[config.mk]
export PLATFORM = sky130hd
export DESIGN_NAME = timer16_clock_force_counter
export DESIGN_NICKNAME = d
export VERILOG_FILES = /design/src/design/timer16_pkg.sv /design/src/design/count_clock_select.sv /design/src/design/timer16_clock_force_counter.sv
export SDC_FILE = /design/constraint.sdc
export NUM_CORES = 1
export LEC_CHECK = 0
export BUFFER_PORTS_ARGS = -buffer_cell sky130_fd_sc_hd__buf_2
export CORE_UTILIZATION = 55
export DETAILED_ROUTE_END_ITERATION = 7
export HOLD_SLACK_MARGIN = 0.08
export PLACE_DENSITY = 0.84
export SLEW_MARGIN = 10
export SYNTH_ARGS = -nofsm -noshare
export SYNTH_HDL_FRONTEND = slang
export SYNTH_SLANG_ARGS = --single-unit
[constraint.sdc]
create_clock -name clk -period 3.4 [get_ports clk]
set_input_delay 0.17 -clock clk [delete_from_list [all_inputs] [get_ports clk]]
set_output_delay 0.17 -clock clk [all_outputs]
set_load 0.01 [all_outputs]
[src/design/timer16_pkg.sv]
package timer16_pkg;

    localparam int NUM_TIMERS = 4;
    localparam int NUM_CH     = 3;

    // Byte addresses of the force and counter registers
    localparam logic [8:0] FORCE_COMPARE_CTRL_T1_ADDR = 9'h082;
    localparam logic [8:0] COUNTER_LOW_T1_ADDR        = 9'h084;
    localparam logic [8:0] COUNTER_HIGH_T1_ADDR       = 9'h085;
    localparam logic [8:0] FORCE_COMPARE_CTRL_T3_ADDR = 9'h092;
    localparam logic [8:0] COUNTER_LOW_T3_ADDR        = 9'h094;
    localparam logic [8:0] COUNTER_HIGH_T3_ADDR       = 9'h095;
    localparam logic [8:0] FORCE_COMPARE_CTRL_T4_ADDR = 9'h0A2;
    localparam logic [8:0] COUNTER_LOW_T4_ADDR        = 9'h0A4;
    localparam logic [8:0] COUNTER_HIGH_T4_ADDR       = 9'h0A5;
    localparam logic [8:0] FORCE_COMPARE_CTRL_T5_ADDR = 9'h122;
    localparam logic [8:0] COUNTER_LOW_T5_ADDR        = 9'h124;
    localparam logic [8:0] COUNTER_HIGH_T5_ADDR       = 9'h125;

    // Force strobe bit positions
    localparam int FORCE_MATCH_A_BIT = 7;
    localparam int FORCE_MATCH_B_BIT = 6;
    localparam int FORCE_MATCH_C_BIT = 5;

    // Reset values
    localparam logic [15:0] COUNT_RESET    = 16'h0000;
    localparam logic [7:0]  TEMP_RESET     = 8'h00;
    localparam logic [7:0]  READ_RESET     = 8'h00;
    localparam logic [9:0]  PRESCALE_RESET = 10'h000;

    // Prescaler tap masks
    localparam logic [9:0] DIV8_MASK    = 10'h007;
    localparam logic [9:0] DIV64_MASK   = 10'h03F;
    localparam logic [9:0] DIV256_MASK  = 10'h0FF;
    localparam logic [9:0] DIV1024_MASK = 10'h3FF;

    // Waveform modes without PWM
    localparam logic [3:0] MODE_NORMAL        = 4'h0;
    localparam logic [3:0] MODE_CLEAR_A       = 4'h4;
    localparam logic [3:0] MODE_CLEAR_CAPTURE = 4'hC;

    // Compare output actions
    localparam logic [1:0] COM_OFF    = 2'h0;
    localparam logic [1:0] COM_TOGGLE = 2'h1;
    localparam logic [1:0] COM_CLEAR  = 2'h2;
    localparam logic [1:0] COM_SET    = 2'h3;

    typedef enum logic [2:0] {
        SRC_STOP     = 3'h0,
        SRC_DIV1     = 3'h1,
        SRC_DIV8     = 3'h2,
        SRC_DIV64    = 3'h3,
        SRC_DIV256   = 3'h4,
        SRC_DIV1024  = 3'h5,
        SRC_PIN_FALL = 3'h6,
        SRC_PIN_RISE = 3'h7
    } count_source_t;

    typedef struct packed {
        logic [3:0]      waveform_mode;
        count_source_t   count_source_select;
        logic [2:0][1:0] compare_output_mode;
    } timer_cfg_t;

    typedef struct packed {
        logic       wr;
        logic       rd;
        logic [8:0] addr;
        logic [7:0] wdata;
    } bus_req_t;

endpackage

[src/design/count_clock_select.sv]
module count_clock_select (
    input  wire logic                       clk,
    input  wire logic                       rst,
    input  wire timer16_pkg::count_source_t sel,
    input  wire logic [3:0]                 prescale_taps,
    input  wire logic                       pin,
    output logic                            tick
);

    logic pin_q;

    // Pin is sampled whatever its direction
    always_ff @(posedge clk)
    begin
        if (rst)
            pin_q <= 1'b0;
        else
            pin_q <= pin;
    end

    always_comb
    begin
        case (sel)
            timer16_pkg::SRC_STOP:     tick = 1'b0;
            timer16_pkg::SRC_DIV1:     tick = 1'b1;
            timer16_pkg::SRC_DIV8:     tick = prescale_taps[0];
            timer16_pkg::SRC_DIV64:    tick = prescale_taps[1];
            timer16_pkg::SRC_DIV256:   tick = prescale_taps[2];
            timer16_pkg::SRC_DIV1024:  tick = prescale_taps[3];
            timer16_pkg::SRC_PIN_FALL: tick = pin_q & ~pin;
            timer16_pkg::SRC_PIN_RISE: tick = ~pin_q & pin;
            default:                   tick = 1'b0;
        endcase
    end

endmodule

[src/design/timer16_clock_force_counter.sv]
// Overview of operation
// - Source zero stops; codes 1-5 divide clock
// - Codes six, seven count pin falls, rises
// - Pin edges count even when pin drives
// - Force strobes ignored in PWM modes
// - Force applies compare match to output pin
// - Force is strobe; current output mode decides
// - Force sets no flag, never clears counter
// - Force bits always read back zero
// - Counter bytes move atomically through holding byte
// - One holding byte shared by all timers
// - Counter write blocks match next timer tick
// - Non-PWM modes are codes 0, 4, 12
module timer16_clock_force_counter (
    input  wire logic                                   clk,
    input  wire logic                                   rst,
    input  wire timer16_pkg::bus_req_t                  bus_req,
    input  wire timer16_pkg::timer_cfg_t [3:0]          cfg,
    input  wire logic [3:0][2:0][15:0]                  compare_value,
    input  wire logic [3:0]                             external_count_pin,
    output logic [7:0]                                  read_data,
    output logic [3:0][15:0]                            count_value,
    output logic [3:0][2:0]                             compare_out_pin,
    output logic [3:0][2:0]                             compare_match
);

    localparam logic [8:0] FORCE_ADDR [4] = '{
        timer16_pkg::FORCE_COMPARE_CTRL_T1_ADDR, timer16_pkg::FORCE_COMPARE_CTRL_T3_ADDR,
        timer16_pkg::FORCE_COMPARE_CTRL_T4_ADDR, timer16_pkg::FORCE_COMPARE_CTRL_T5_ADDR};
    localparam logic [8:0] LOW_ADDR [4] = '{
        timer16_pkg::COUNTER_LOW_T1_ADDR, timer16_pkg::COUNTER_LOW_T3_ADDR,
        timer16_pkg::COUNTER_LOW_T4_ADDR, timer16_pkg::COUNTER_LOW_T5_ADDR};
    localparam logic [8:0] HIGH_ADDR [4] = '{
        timer16_pkg::COUNTER_HIGH_T1_ADDR, timer16_pkg::COUNTER_HIGH_T3_ADDR,
        timer16_pkg::COUNTER_HIGH_T4_ADDR, timer16_pkg::COUNTER_HIGH_T5_ADDR};

    logic [9:0]              prescale_q;
    logic [3:0]              taps;
    logic [7:0]              temp_q;
    logic [7:0]              rdata_q;
    logic [3:0]              hit_force;
    logic [3:0]              hit_low;
    logic [3:0]              hit_high;
    logic [3:0]              cnt_wr_q;
    logic [3:0][15:0]        cnt_wdata_q;
    logic [3:0][2:0]         force_q;
    logic [3:0]              block_q;
    logic [3:0][15:0]        count_q;
    logic [3:0][2:0]         pin_q;
    logic [3:0][2:0]         flag_q;
    logic [3:0]              tick_w;
    logic [3:0]              pwm_w;
    logic [3:0][2:0]         match_w;

    function automatic logic next_pin(input logic cur, input logic [1:0] com);
        case (com)
            timer16_pkg::COM_TOGGLE: next_pin = ~cur;
            timer16_pkg::COM_CLEAR:  next_pin = 1'b0;
            timer16_pkg::COM_SET:    next_pin = 1'b1;
            default:                 next_pin = cur;
        endcase
    endfunction

    // Shared prescaler feeding all timers
    always_ff @(posedge clk)
    begin
        if (rst)
            prescale_q <= timer16_pkg::PRESCALE_RESET;
        else
            prescale_q <= prescale_q + 10'h001;
    end

    always_comb
    begin
        taps[0] = (prescale_q & timer16_pkg::DIV8_MASK) == timer16_pkg::DIV8_MASK;
        taps[1] = (prescale_q & timer16_pkg::DIV64_MASK) == timer16_pkg::DIV64_MASK;
        taps[2] = (prescale_q & timer16_pkg::DIV256_MASK) == timer16_pkg::DIV256_MASK;
        taps[3] = prescale_q == timer16_pkg::DIV1024_MASK;
    end

    // Address decode
    always_comb
    begin
        for (int t = 0; t < timer16_pkg::NUM_TIMERS; t++)
        begin
            hit_force[t] = bus_req.addr == FORCE_ADDR[t];
            hit_low[t]   = bus_req.addr == LOW_ADDR[t];
            hit_high[t]  = bus_req.addr == HIGH_ADDR[t];
        end
    end

    // Single holding byte for every 16-bit access
    always_ff @(posedge clk)
    begin
        if (rst)
            temp_q <= timer16_pkg::TEMP_RESET;
        else if (bus_req.wr)
        begin
            for (int t = 0; t < timer16_pkg::NUM_TIMERS; t++)
                if (hit_high[t])
                    temp_q <= bus_req.wdata;
        end
        else if (bus_req.rd)
        begin
            for (int t = 0; t < timer16_pkg::NUM_TIMERS; t++)
                if (hit_low[t])
                    temp_q <= count_q[t][15:8];
        end
    end

    // Read data, one cycle after the request
    always_ff @(posedge clk)
    begin
        if (rst)
            rdata_q <= timer16_pkg::READ_RESET;
        else if (bus_req.rd)
        begin
            rdata_q <= timer16_pkg::READ_RESET;
            for (int t = 0; t < timer16_pkg::NUM_TIMERS; t++)
            begin
                if (hit_low[t])
                    rdata_q <= count_q[t][7:0];
                if (hit_high[t])
                    rdata_q <= temp_q;
            end
        end
    end

    // Low-byte write commits the full word, force bits are strobes
    always_ff @(posedge clk)
    begin
        if (rst)
        begin
            cnt_wr_q    <= '0;
            cnt_wdata_q <= '0;
            force_q     <= '0;
        end
        else
        begin
            for (int t = 0; t < timer16_pkg::NUM_TIMERS; t++)
            begin
                cnt_wr_q[t] <= bus_req.wr && hit_low[t];
                if (bus_req.wr && hit_low[t])
                    cnt_wdata_q[t] <= {temp_q, bus_req.wdata};
                force_q[t] <= (bus_req.wr && hit_force[t]) ?
                    {bus_req.wdata[timer16_pkg::FORCE_MATCH_C_BIT],
                     bus_req.wdata[timer16_pkg::FORCE_MATCH_B_BIT],
                     bus_req.wdata[timer16_pkg::FORCE_MATCH_A_BIT]} : 3'h0;
            end
        end
    end

    for (genvar t = 0; t < timer16_pkg::NUM_TIMERS; t++)
    begin : g_timer
        count_clock_select u_sel (
            .clk           (clk),
            .rst           (rst),
            .sel           (cfg[t].count_source_select),
            .prescale_taps (taps),
            .pin           (external_count_pin[t]),
            .tick          (tick_w[t])
        );

        assign pwm_w[t] = !(cfg[t].waveform_mode == timer16_pkg::MODE_NORMAL ||
                            cfg[t].waveform_mode == timer16_pkg::MODE_CLEAR_A ||
                            cfg[t].waveform_mode == timer16_pkg::MODE_CLEAR_CAPTURE);

        for (genvar c = 0; c < timer16_pkg::NUM_CH; c++)
        begin : g_ch
            assign match_w[t][c] = tick_w[t] && !block_q[t] && !cnt_wr_q[t] &&
                                   count_q[t] == compare_value[t][c];
        end

        // Match blocking after a counter write
        always_ff @(posedge clk)
        begin
            if (rst)
                block_q[t] <= 1'b0;
            else if (cnt_wr_q[t])
                block_q[t] <= 1'b1;
            else if (tick_w[t])
                block_q[t] <= 1'b0;
        end

        always_ff @(posedge clk)
        begin
            if (rst)
                count_q[t] <= timer16_pkg::COUNT_RESET;
            else if (cnt_wr_q[t])
                count_q[t] <= cnt_wdata_q[t];
            else if (tick_w[t])
            begin
                if (cfg[t].waveform_mode == timer16_pkg::MODE_CLEAR_A && match_w[t][0])
                    count_q[t] <= timer16_pkg::COUNT_RESET;
                else
                    count_q[t] <= count_q[t] + 16'h0001;
            end
        end

        // Flags follow real matches only
        always_ff @(posedge clk)
        begin
            if (rst)
                flag_q[t] <= '0;
            else
                flag_q[t] <= match_w[t];
        end

        always_ff @(posedge clk)
        begin
            if (rst)
                pin_q[t] <= '0;
            else
            begin
                for (int c = 0; c < timer16_pkg::NUM_CH; c++)
                    if (!pwm_w[t] && (force_q[t][c] || match_w[t][c]))
                        pin_q[t][c] <= next_pin(pin_q[t][c],
                                                cfg[t].compare_output_mode[c]);
            end
        end
    end

    assign read_data       = rdata_q;
    assign count_value     = count_q;
    assign compare_out_pin = pin_q;
    assign compare_match   = flag_q;
endmodule

Word level (Yosys, flattened, before mapping)
Cells that the tools add are included.
{"block": "classes", "add_sub_neg": 5, "mul": 0, "n_div": 0, "n_lt_le_gt_ge": 0, "n_eq_ne": 101, "n_shift": 0, "muxes": 54, "bitwise_logic": 32, "reduce_logical": 115}
{"op": "$eq A16 B16 Y1", "count": 12}
{"op": "$mux W16", "count": 12}
{"op": "$mux W8", "count": 18}
{"op": "$eq A9 B8 Y1 const B", "count": 9}
{"op": "$add A16 B1 Y16 const B", "count": 4}
{"op": "$eq A3 B3 Y1 const B", "count": 17}
{"op": "$eq A2 B2 Y1 const B", "count": 24}
{"op": "$logic_and A1 B1 Y1", "count": 44}
{"op": "$pmux W1 S3", "count": 12}
{"op": "$reduce_bool A3 Y1", "count": 12}
{"op": "$pmux W1 S8", "count": 4}
{"op": "$eq A9 B9 Y1 const B", "count": 3}
{"op": "$eq A2 B1 Y1 const B", "count": 12}
{"op": "$eq A3 B2 Y1 const B", "count": 8}
{"op": "$not A1 Y1", "count": 24}
{"op": "$reduce_and A2 Y1", "count": 12}
{"op": "$logic_or A1 B1 Y1", "count": 20}
{"op": "$eq A4 B3 Y1 const B", "count": 4}
{"op": "$eq A4 B4 Y1 const B", "count": 4}
{"op": "$logic_not A4 Y1", "count": 4}
{"op": "$eq A3 B1 Y1 const B", "count": 4}
{"op": "$logic_not A3 Y1", "count": 4}
{"op": "$add A10 B1 Y10 const B", "count": 1}
{"op": "$eq A10 B10 Y1 const B", "count": 1}
{"op": "other kinds (10)", "count": 38}
{"block": "word_totals", "regBits": 202, "latch_bits": 0, "mem_bits_rw": 0, "romBits": 0, "input_bits": 269, "out_inout_bits": 96, "elab_cells": 347, "mem_count": 0}

Depth between registers and ports, before layout
Gate-level depths: netlist of run 1.
{"block": "depth", "depth_word": 10, "ltp_mapped": 9, "depth_no_buf": 8}

Hierarchy
A second synthesis of run 1 with hierarchy kept.
{"block": "unflattened", "hier_cells": 1648, "area_unflattened_um2": 13370.3}
{"module": "timer16_clock_force_counter", "n_inst": 1, "cells_each": 1604, "area_each_um2": 12964.9, "seq_area_each_um2": 3963.8}
{"module": "count_clock_select", "n_inst": 4, "cells_each": 11, "area_each_um2": 101.3, "seq_area_each_um2": 20.0}

Least setup slack after synthesis of run 1
OpenSTA, ideal clock, no wires.
{"block": "synth_path", "path_kind": "register -> register", "startpoint": "reg prescale_q[0]", "endpoint": "reg pin_q (netlist bit compare_out_pin[2])", "setup_ps": 140, "t_arrival_ps": 1868, "required_ps": 3260, "slack_ps": 1392, "stages_incl_launch_ff": 9, "n_path_buf": 0, "period_less_slack_ps": 2008, "cell_sequence": "dfxtp_1 > ha_1 > ha_1 > and3b_1 > nor3_1 > a21o_1 > a2111o_1 > a211oi_1 > o311ai_0"}
{"block": "synth_via", "elab_chain_len": 8, "word_cells_on_any_way": 11, "cone_classes": "eq/ne: 4; mux: 1; reduce/logical: 6"}
{"item": "start, declared", "line_no": "timer16_clock_force_counter.sv:37", "text": "logic [9:0] prescale_q;"}
{"item": "start signal, assigned", "line_no": "timer16_clock_force_counter.sv:68", "text": "prescale_q <= timer16_pkg::PRESCALE_RESET;"}
{"item": "start signal, assigned", "line_no": "timer16_clock_force_counter.sv:70", "text": "prescale_q <= prescale_q + 10'h001;"}
{"item": "$eq A10 B10 Y1, or another cell as far along", "line_no": "timer16_clock_force_counter.sv:78", "text": "taps[3] = prescale_q == timer16_pkg::DIV1024_MASK;"}
{"item": "$pmux W1 S8 *", "line_no": "count_clock_select.sv:23", "text": "case (sel)"}
{"item": "$logic_and A1 B1 Y1 * (3 in a row)", "line_no": "timer16_clock_force_counter.sv:170", "text": "assign match_w[t][c] = tick_w[t] && !block_q[t] && !cnt_wr_q[t] &&"}
{"item": "$logic_or A1 B1 Y1 *", "line_no": "timer16_clock_force_counter.sv:216", "text": "if (!pwm_w[t] && (force_q[t][c] || match_w[t][c]))"}
{"item": "$logic_and A1 B1 Y1 *", "line_no": "timer16_clock_force_counter.sv:216"}
{"item": "$reduce_and A2 Y1 (no source line) *"}
{"item": "end signal, assigned by index", "line_no": "timer16_clock_force_counter.sv:217", "text": "pin_q[t][c] <= next_pin(pin_q[t][c],"}
{"item": "end, declared", "line_no": "timer16_clock_force_counter.sv:49", "text": "logic [3:0][2:0] pin_q;"}
Mark *: on every way between the ends. The rest lies on a longest branch, timed or not.
A chain may end at the register's enable or synchronous reset.

Worst setup path after layout of run 1
{"block": "layout_path", "startpoint": "reg count_q (netlist bit count_value[39])", "endpoint": "reg pin_q (netlist bit compare_out_pin[7])"}
{"block": "layout_via", "elab_chain_len": 5}
{"item": "start, declared", "line_no": "timer16_clock_force_counter.sv:48", "text": "logic [3:0][15:0] count_q;"}
{"item": "start signal, assigned by index", "line_no": "timer16_clock_force_counter.sv:188", "text": "count_q[t] <= timer16_pkg::COUNT_RESET;"}
{"item": "start signal, assigned by index", "line_no": "timer16_clock_force_counter.sv:190", "text": "count_q[t] <= cnt_wdata_q[t];"}
{"item": "start signal, assigned by index", "line_no": "timer16_clock_force_counter.sv:194", "text": "count_q[t] <= timer16_pkg::COUNT_RESET;"}
{"item": "$eq A16 B16 Y1", "line_no": "timer16_clock_force_counter.sv:171", "text": "count_q[t] == compare_value[t][c];"}
{"item": "$logic_and A1 B1 Y1", "line_no": "timer16_clock_force_counter.sv:170"}
{"item": "$logic_or A1 B1 Y1", "line_no": "timer16_clock_force_counter.sv:216"}
{"item": "$logic_and A1 B1 Y1", "line_no": "timer16_clock_force_counter.sv:216"}
{"item": "$reduce_and A2 Y1 (no source line)"}
No other way between the ends.

==> reports/results.tsv, run 1 <==
stage	metric	value	unit
synthesis	synthDistinctLibCells	78	
floorplan	die_x	155.5	um
synthesis	synth-seq-cells	202	
outcome	status	complete, no violations	
finish	drive_above_1_share	24.03	%
timing	finClkSkew	0.01286	ns
timing	hold_viol	0	
worst_hold_path	hold_start	cfg[42]	
floorplan	dieArea	24190	sq um
timing	worst_slew_pin_slew	1.211	ns
power	combPwrFrac	12.0	%
timing	tns	0	ns
placement	gp_congestion	1.003	
placement	dp.cells	2243	
critical_path	crit_path_max_incr_delay	0.76	ns
clocking	cts_tree	yes	
power	clkPwrFrac	43.9	%
timing	rsz0062_at_grt	no	
grt	grt_pass1_wl	72200	um
power	pwr-share-seq	44.1	%
timing	finalCriticalPeriod	3.120	ns
finish	fin_area	15800	sq um
critical_path	critPathTopFamily	flip-flops	
critical_path	r2r-start	count_value[39]	
route	route.detailed.drc	0	
worst_hold_path	whs_path_depth	5	
placement	io_buffer_count	364	
timing	fin_ws	0.2798	ns
critical_path	crit_fanout	9	
route	detail_route.vias_per_cell	6.207	
timing	fin_hold_ws	0.1078	ns
critical_path	cp.arrival	3.52	ns
synthesis	yosys_warnings	0	
critical_path	critical_path_required	3.80	ns
synthesis	synthesis.area	12960	sq um
worst_hold_path	hold_path_class	primary input to register	
critical_path	reg2reg_depth	7	
power	internal-power	4.070	mW
critical_path	path_cells	xnor2_1 > nand4_1 > nor4_1 > a41oi_1 > o311ai_0 > o21ai_0 > dlygate4sd3_1	
power	power.leakage	6.590	nW
power	vdd_drop_max	0.0003645	V
critical_path	critical_path_class	register to register	
job	drv_cap	0	
critical_path	timing.rr.end	compare_out_pin[7]	
floorplan	die_h	155.5	um
grt	grt_max_degree	53	
placement	dpl_worst_slack	0.7134	ns
clocking	clk_latency	0.51	ns
route	ant_nets	0	
floorplan	fp.coreArea	22850	sq um
synthesis	synth-main-ff-cell	dfxtp_1	
clocking	cts-resized-gates	0	
critical_path	cp-start-kind	register	
worst_hold_path	min_to	compare_out_pin[10]	
placement	dpl.hpwl	34520	um
timing	drv_slew	0	
placement	placed_cell_area	14730	sq um
critical_path	slowest_stage	dfxtp_1	
critical_path	critPathCaptureType	register	
clocking	cts_root_buf	clkbuf_16	
timing	max_slew_margin	19.24	%
clocking	clk_pin_slew	0.07	ns
critical_path	r2r_setup_slack	0.28	ns
synthesis	synth.yosys.seq_area_share	31.19	%
route	drt-pass1-iter-count	6	
grt	gr-usage-all-layers	38.23	%
grt	grt_pass1_vias	13480	
synthesis	async_flop_share	0	%
grt	antenna_found_initial	2	
clocking	clockBufferDepth	3	
route	drtIter0Drc	1392	
route	num_vias	14390	
critical_path	crit_buf_inv	1	
route	routedWlPerCell	20.59	um
floorplan	row_count	55	
synthesis	syn_nets	1950	
timing	post-route-period-util	91.77	%
finish	nets	2263	
clocking	cts_buffers	22	
finish	syn2layout_area_growth	21.87	%
synthesis	synth_edf_count	0	
power	p_per_area	347.2	nW/um^2
grt	grt_overflow_total	0	
finish	post-route-util	69.15	%
clocking	cts.sinks	202	
floorplan	top_level_ports	365	
timing	finalSetupViolCount	0	
timing	clock.fmax	320.5	MHz
synthesis	synth_cells	1675	
critical_path	cp.depth	7	
route	wirelength	47750	um
finish	stdcell_count	2319	
synthesis	postSynthAreaPerCell	7.740	sq um
clocking	post-cts-setup-buffer-count	0	
clocking	h-tree-depth	1	
power	power_switching	1.416	mW
power	power	5.486	mW
power	netSwitchingFraction	25.81	%
floorplan	initial_utilization	56.74	%
routing by layer:
metal / track usage (%) / routed length [um] / part of all wire [%]
met3: 7.270 / 4972 / 10
met2: 62.89 / 22010 / 46
met1: 46.02 / 18020 / 38
met4: 23.95 / 2745 / 5.7
met5: 0 / 0 / 0
flip-flops by register name (all words and copies together), names as in the netlist:
signal,flops
force_q,12
block_q,4
g_timer.u_sel.pin_q,4
read_data,8
cnt_wr_q,4
count_value,64
compare_match,12
prescale_q,10
compare_out_pin,12
temp_q,8
cnt_wdata_q,64
cells in the mapped netlist, drive strengths merged, types with 5 or more instances:
master | instances | area [sq um]
or2 | 6 | 37.54
o311ai | 5 | 43.79
and2 | 8 | 50.05
a32o | 6 | 60.06
inv | 48 | 180.2
a41oi | 5 | 43.79
nor4 | 50 | 382.9
o211ai | 28 | 210.2
nand4b | 5 | 43.79
nor2b | 14 | 87.58
nor3 | 49 | 284.0
a21oi | 129 | 645.6
nand2b | 8 | 57.55
buf | 82 | 470.5
a2bb2oi | 7 | 61.31
a21boi | 5 | 37.54
xor2 | 117 | 1025
nor3b | 5 | 42.54
dfxtp | 202 | 4044
a211oi | 21 | 182.7
or3 | 11 | 68.82
ha | 6 | 75.07
nand4 | 47 | 294.0
nor2 | 122 | 475.5
a32oi | 14 | 122.6
a31oi | 15 | 93.84
mux2i | 31 | 310.3
and3 | 17 | 106.4
clkbuf | 60 | 226.5
a221oi | 22 | 224.0
xnor2 | 87 | 762.0
o31a | 7 | 61.31
o21ai | 66 | 330.3
nand2 | 236 | 900.9
o221ai | 6 | 52.55
nand3 | 74 | 380.4
worst register-to-register path, delay by kind of cell, from the launching register on:
family | cells | cell delay (ns)
compound gates | 3 | 0.75
flops | 1 | 0.76
simple gates | 2 | 0.72
xor+xnor | 1 | 0.20
buf+inv | 1 | 0.59
power by group through the flow:
stage | Sequential (mW) | Clock [mW] | Combinational, mW
detailed placement | 2.47 | 0 | 0.621
global route | 2.42 | 2.50 | 0.710
floorplan | 2.45 | 0 | 0.337
CTS | 2.42 | 2.40 | 0.648
global placement | 2.47 | 0 | 0.609
finish | 2.42 | 2.41 | 0.661
cells in the final DEF (no fill, tap or decap), types with 6 or more instances in the layout:
| master | count |
|---|---|
| inv_1 | 48 |
| and3_1 | 17 |
| clkbuf_16 | 23 |
| buf_4 | 34 |
| nand2_2 | 6 |
| nor2b_1 | 14 |
| buf_2 | 363 |
| nand3_1 | 72 |
| nor3_1 | 45 |
| o221ai_1 | 6 |
| nand2b_1 | 7 |
| dlygate4sd3_1 | 34 |
| mux2i_1 | 31 |
| nand4_1 | 47 |
| a32o_1 | 6 |
| and2_1 | 8 |
| a211oi_1 | 16 |
| nor4_1 | 43 |
| o21ai_0 | 52 |
| nor2_1 | 117 |
| xnor2_1 | 87 |
| o211ai_1 | 28 |
| a2bb2oi_1 | 7 |
| o21ai_1 | 14 |
| a221oi_1 | 17 |
| a31oi_1 | 15 |
| a21oi_1 | 129 |
| dfxtp_1 | 202 |
| nand2_1 | 230 |
| xor2_1 | 117 |
| a32oi_1 | 14 |
| o31a_1 | 7 |
| ha_1 | 6 |
| or3_1 | 11 |
| or2_2 | 6 |
worst max-delay path by stage:
stage,from,end,slack (ns)
final,count_value[39],compare_out_pin[7],0.28
after floorplan,prescale_q[0],compare_out_pin[2],1.39
after CTS,prescale_q[0],compare_out_pin[0],0.42
after global placement,prescale_q[0],count_value[48],0.78
after global routing,prescale_q[0],compare_out_pin[0],0.14
after detailed placement,prescale_q[0],count_value[48],0.71
layout make-up:
| cell class | instances | area, sq um |
|---|---|---|
| tap | 313 | 391.6 |
| multi-input combinational | 1282 | 8039 |
| fill | 1909 | 7048 |
| clock buffer | 30 | 641.9 |
| sequential | 202 | 4044 |
| antenna | 4 | 10.01 |
| timing repair buffer | 431 | 2412 |
| inverter | 49 | 183.9 |
| clock inverter | 8 | 76.32 |
cell families (layout without fill, tap and decap cells):
| kind of cell | Yosys count | in the layout | synth area share, % |
|---|---|---|---|
| other cells | 0 | 4 | 0 |
| fa+ha+maj | 6 | 6 | 0.5791 |
| xor+xnor | 204 | 204 | 13.78 |
| compound gates | 373 | 373 | 19.26 |
| buf+inv | 191 | 518 | 6.795 |
| simple gates | 668 | 668 | 26.00 |
| mux | 31 | 31 | 2.394 |
| flops | 202 | 202 | 31.19 |
repair_timing:
item                       in CTS  in global routing
hold endpoints to repair       44                  0
setup endpoints to repair       0                  0
hold buffers                   34                  0
Power figures use the tool's default switching activity.
==> run 2: changes to the inputs <==
==> constraint.sdc (replaced) <==
create_clock -name clk -period 3.4 [get_ports clk]
set_input_delay 0.85 -clock clk [delete_from_list [all_inputs] [get_ports clk]]
set_output_delay 0.85 -clock clk [all_outputs]
set_load 0.01 [all_outputs]
==> run 2 against run 1 <==
Clock-buffer cell count increased by 8. Register-to-register slack improved by 0.44 ns. Sequential power about the same. Global-route usage increased by 0.30 points.
==> reports/results.tsv, run 2 (synthesized netlist as in run 1, its figures left out) <==
stage	metric	value	unit	change
placement	dp.cells	2262		was 2243
timing	clock.fmax	373.6	MHz	was 320.5 MHz
power	vdd_drop_max	0.0002567	V	was 0.0003645 V
critical_path	critical_path_class	register to register		unchanged
finish	fill_cells	1947		was 1909
timing	finClkSkew	0.01222	ns	was 0.01286 ns
route	ant_nets	0		unchanged
grt	grt_pass1_vias	13740		was 13480
timing	rsz0062_at_grt	no		unchanged
timing	finalSetupViolCount	0		unchanged
floorplan	top_level_ports	365		unchanged
route	routedWlPerCell	20.74	um	was 20.59 um
floorplan	die_x	155.5	um	unchanged
floorplan	initial_utilization	56.74	%	unchanged
timing	worst_slew_pin_slew	0.9382	ns	was 1.211 ns
clocking	cts_buffers	22		unchanged
timing	drv_slew	0		unchanged
finish	nets	2248		was 2263
timing	max_slew_margin	37.22	%	was 19.24%
critical_path	reg2reg_depth	6		was 7
outcome	status	complete, no violations		unchanged
critical_path	r2r_setup_slack	0.72	ns	was 0.28 ns
route	route.detailed.drc	0		unchanged
power	p_per_area	347.9	nW/um^2	was 347.2 nW/um^2
critical_path	timing.rr.end	count_value[57]		was compare_out_pin[7]
placement	dpl.hpwl	35280	um	was 34520 um
grt	grt_pass1_wl	73330	um	was 72200 um
finish	final_common_cell	buf_2		unchanged
clocking	clk_latency	0.51	ns	about the same
grt	gr-usage-all-layers	38.53	%	was 38.23%
route	drt-pass1-iter-count	6		unchanged
power	netSwitchingFraction	25.53	%	was 25.81%
placement	io_buffer_count	364		unchanged
floorplan	fp.coreArea	22850	sq um	unchanged
finish	fin_area	15570	sq um	was 15800 sq um
worst_hold_path	min_to	cnt_wdata_q[17]		was compare_out_pin[10]
clocking	cts.sinks	202		unchanged
critical_path	crit_fanout	25		was 9
critical_path	cp.arrival	3.06	ns	was 3.52 ns
power	power.leakage	6.522	nW	was 6.590 nW
worst_hold_path	hold_path_class	register to register		was primary input to register
power	power_switching	1.384	mW	was 1.416 mW
finish	layout_common_cells	363 x buf_2, 230 x nand2_1, 202 x dfxtp_1		unchanged
placement	gp_congestion	0.9674		was 1.003
floorplan	row_count	55		unchanged
power	combPwrFrac	12.2	%	was 12.0%
clocking	hold_buffers	0		was 34
power	pwr-share-seq	44.5	%	was 44.1%
clocking	h-tree-depth	1		unchanged
route	num_vias	14470		was 14390
placement	placed_cell_area	14870	sq um	was 14730 sq um
finish	syn2layout_area_growth	20.14	%	was 21.87%
timing	fin_hold_ws	0.4562	ns	was 0.1078 ns
job	drv_cap	0		unchanged
clocking	clk_pin_slew	0.06	ns	was 0.07 ns
route	drtIter0Drc	1498		was 1392
clocking	clockBufferDepth	3		unchanged
route	wirelength	47750	um	about the same
grt	grt_max_degree	62		was 53
clocking	post-cts-setup-buffer-count	0		unchanged
power	internal-power	4.035	mW	was 4.070 mW
finish	drive_above_1_share	24.90	%	was 24.03%
timing	post-route-period-util	78.72	%	was 91.77%
timing	finalCriticalPeriod	2.677	ns	was 3.120 ns
clocking	cts_root_buf	clkbuf_16		unchanged
floorplan	die_h	155.5	um	unchanged
critical_path	critical_path_required	3.78	ns	was 3.80 ns
timing	tns	0	ns	unchanged
critical_path	critPathCaptureType	register		unchanged
critical_path	cp-start-kind	register		unchanged
route	detail_route.vias_per_cell	6.284		was 6.207
finish	post-route-util	68.17	%	was 69.15%
finish	stdcell_count	2302		was 2319
clocking	cts-resized-gates	0		unchanged
grt	antenna_found_initial	1		was 2
power	clkPwrFrac	43.3	%	was 43.9%
critical_path	r2r-start	count_value[48]		was count_value[39]
timing	hold_viol	0		unchanged
worst_hold_path	whs_path_depth	2		was 5
worst_hold_path	hold_start	cnt_wdata_q[17]		was cfg[42]
floorplan	dieArea	24190	sq um	unchanged
grt	grt_overflow_total	0		unchanged
clocking	cts_tree	yes		unchanged
-- run 2: changes by cell type in the layout (fill, tap and decap cells not counted) --
cell,change
dlygate4sd3_1,-34
buf_4,+19
clkbuf_1,+6
clkinv_2,-3
diode_2,-3
clkbuf_8,+2
clkinvlp_4,-2
bufinv_16,-1
inv_6,-1
-- run 2: metrics by stage --
stage	power [mW]	setup slack, ns
2_1_floorplan	2.790	0.9262
3_3_place_gp	3.086	0.6027
3_5_place_dp	3.103	0.5012
4_1_cts	5.410	0.8340
5_1_grt	5.588	0.5687
6_report	5.419	0.7234
-- run 2: power groups by stage --
stage / Sequential, mW / Combinational (mW) / Clock, mW
floorplan: 2.45 / 0.337 / 0
global placement: 2.46 / 0.625 / 0
detailed placement: 2.46 / 0.640 / 0
CTS: 2.41 / 0.646 / 2.35
global route: 2.41 / 0.707 / 2.47
finish: 2.41 / 0.660 / 2.35
-- run 2: worst max-delay path by stage --
stage	slack (ns)	from	depth (start not counted)	to
CTS	0.83	count_value[18]	6	count_value[18]
global route	0.57	count_value[48]	6	count_value[60]
finish	0.72	count_value[48]	6	count_value[57]
floorplan	0.93	bus_req[18]	8	temp_q[6]
global placement	0.60	compare_value[144]	7	count_value[51]
detailed placement	0.50	bus_req[8]	7	temp_q[3]
-- run 2: worst max-delay path, stage by stage, from the launching register on --
cell and delay [ns]:
dfxtp_1 0.62, xnor2_1 0.20, nand4_1 0.17, nor4_4 0.47, nand2_1 0.62, a21oi_1 0.35, o211ai_1 0.13
-- run 2: cell type report --
cell class	instances	area [sq um]	share of cell area [%]
Antenna cell	1	2.502	0.01607
Tap cell	313	391.6	2.514
Clock buffer	38	691.9	4.442
Inverter	49	183.9	1.181
Multi-Input combinational cell	1282	8039	51.61
Sequential cell	202	4044	25.96
Timing Repair Buffer	416	2215	14.22
Clock inverter	1	7.507	0.04820
-- run 2: routing by layer --
layer / share of wire (%) / up-vias / global-route usage (%)
li1: - / 6532 / -
met1: 37 / 6673 / 46.14
met2: 46 / 1018 / 64.64
met3: 12 / 243 / 7.632
met4: 6.2 / 0 / 21.52
met5: 0 / - / 0
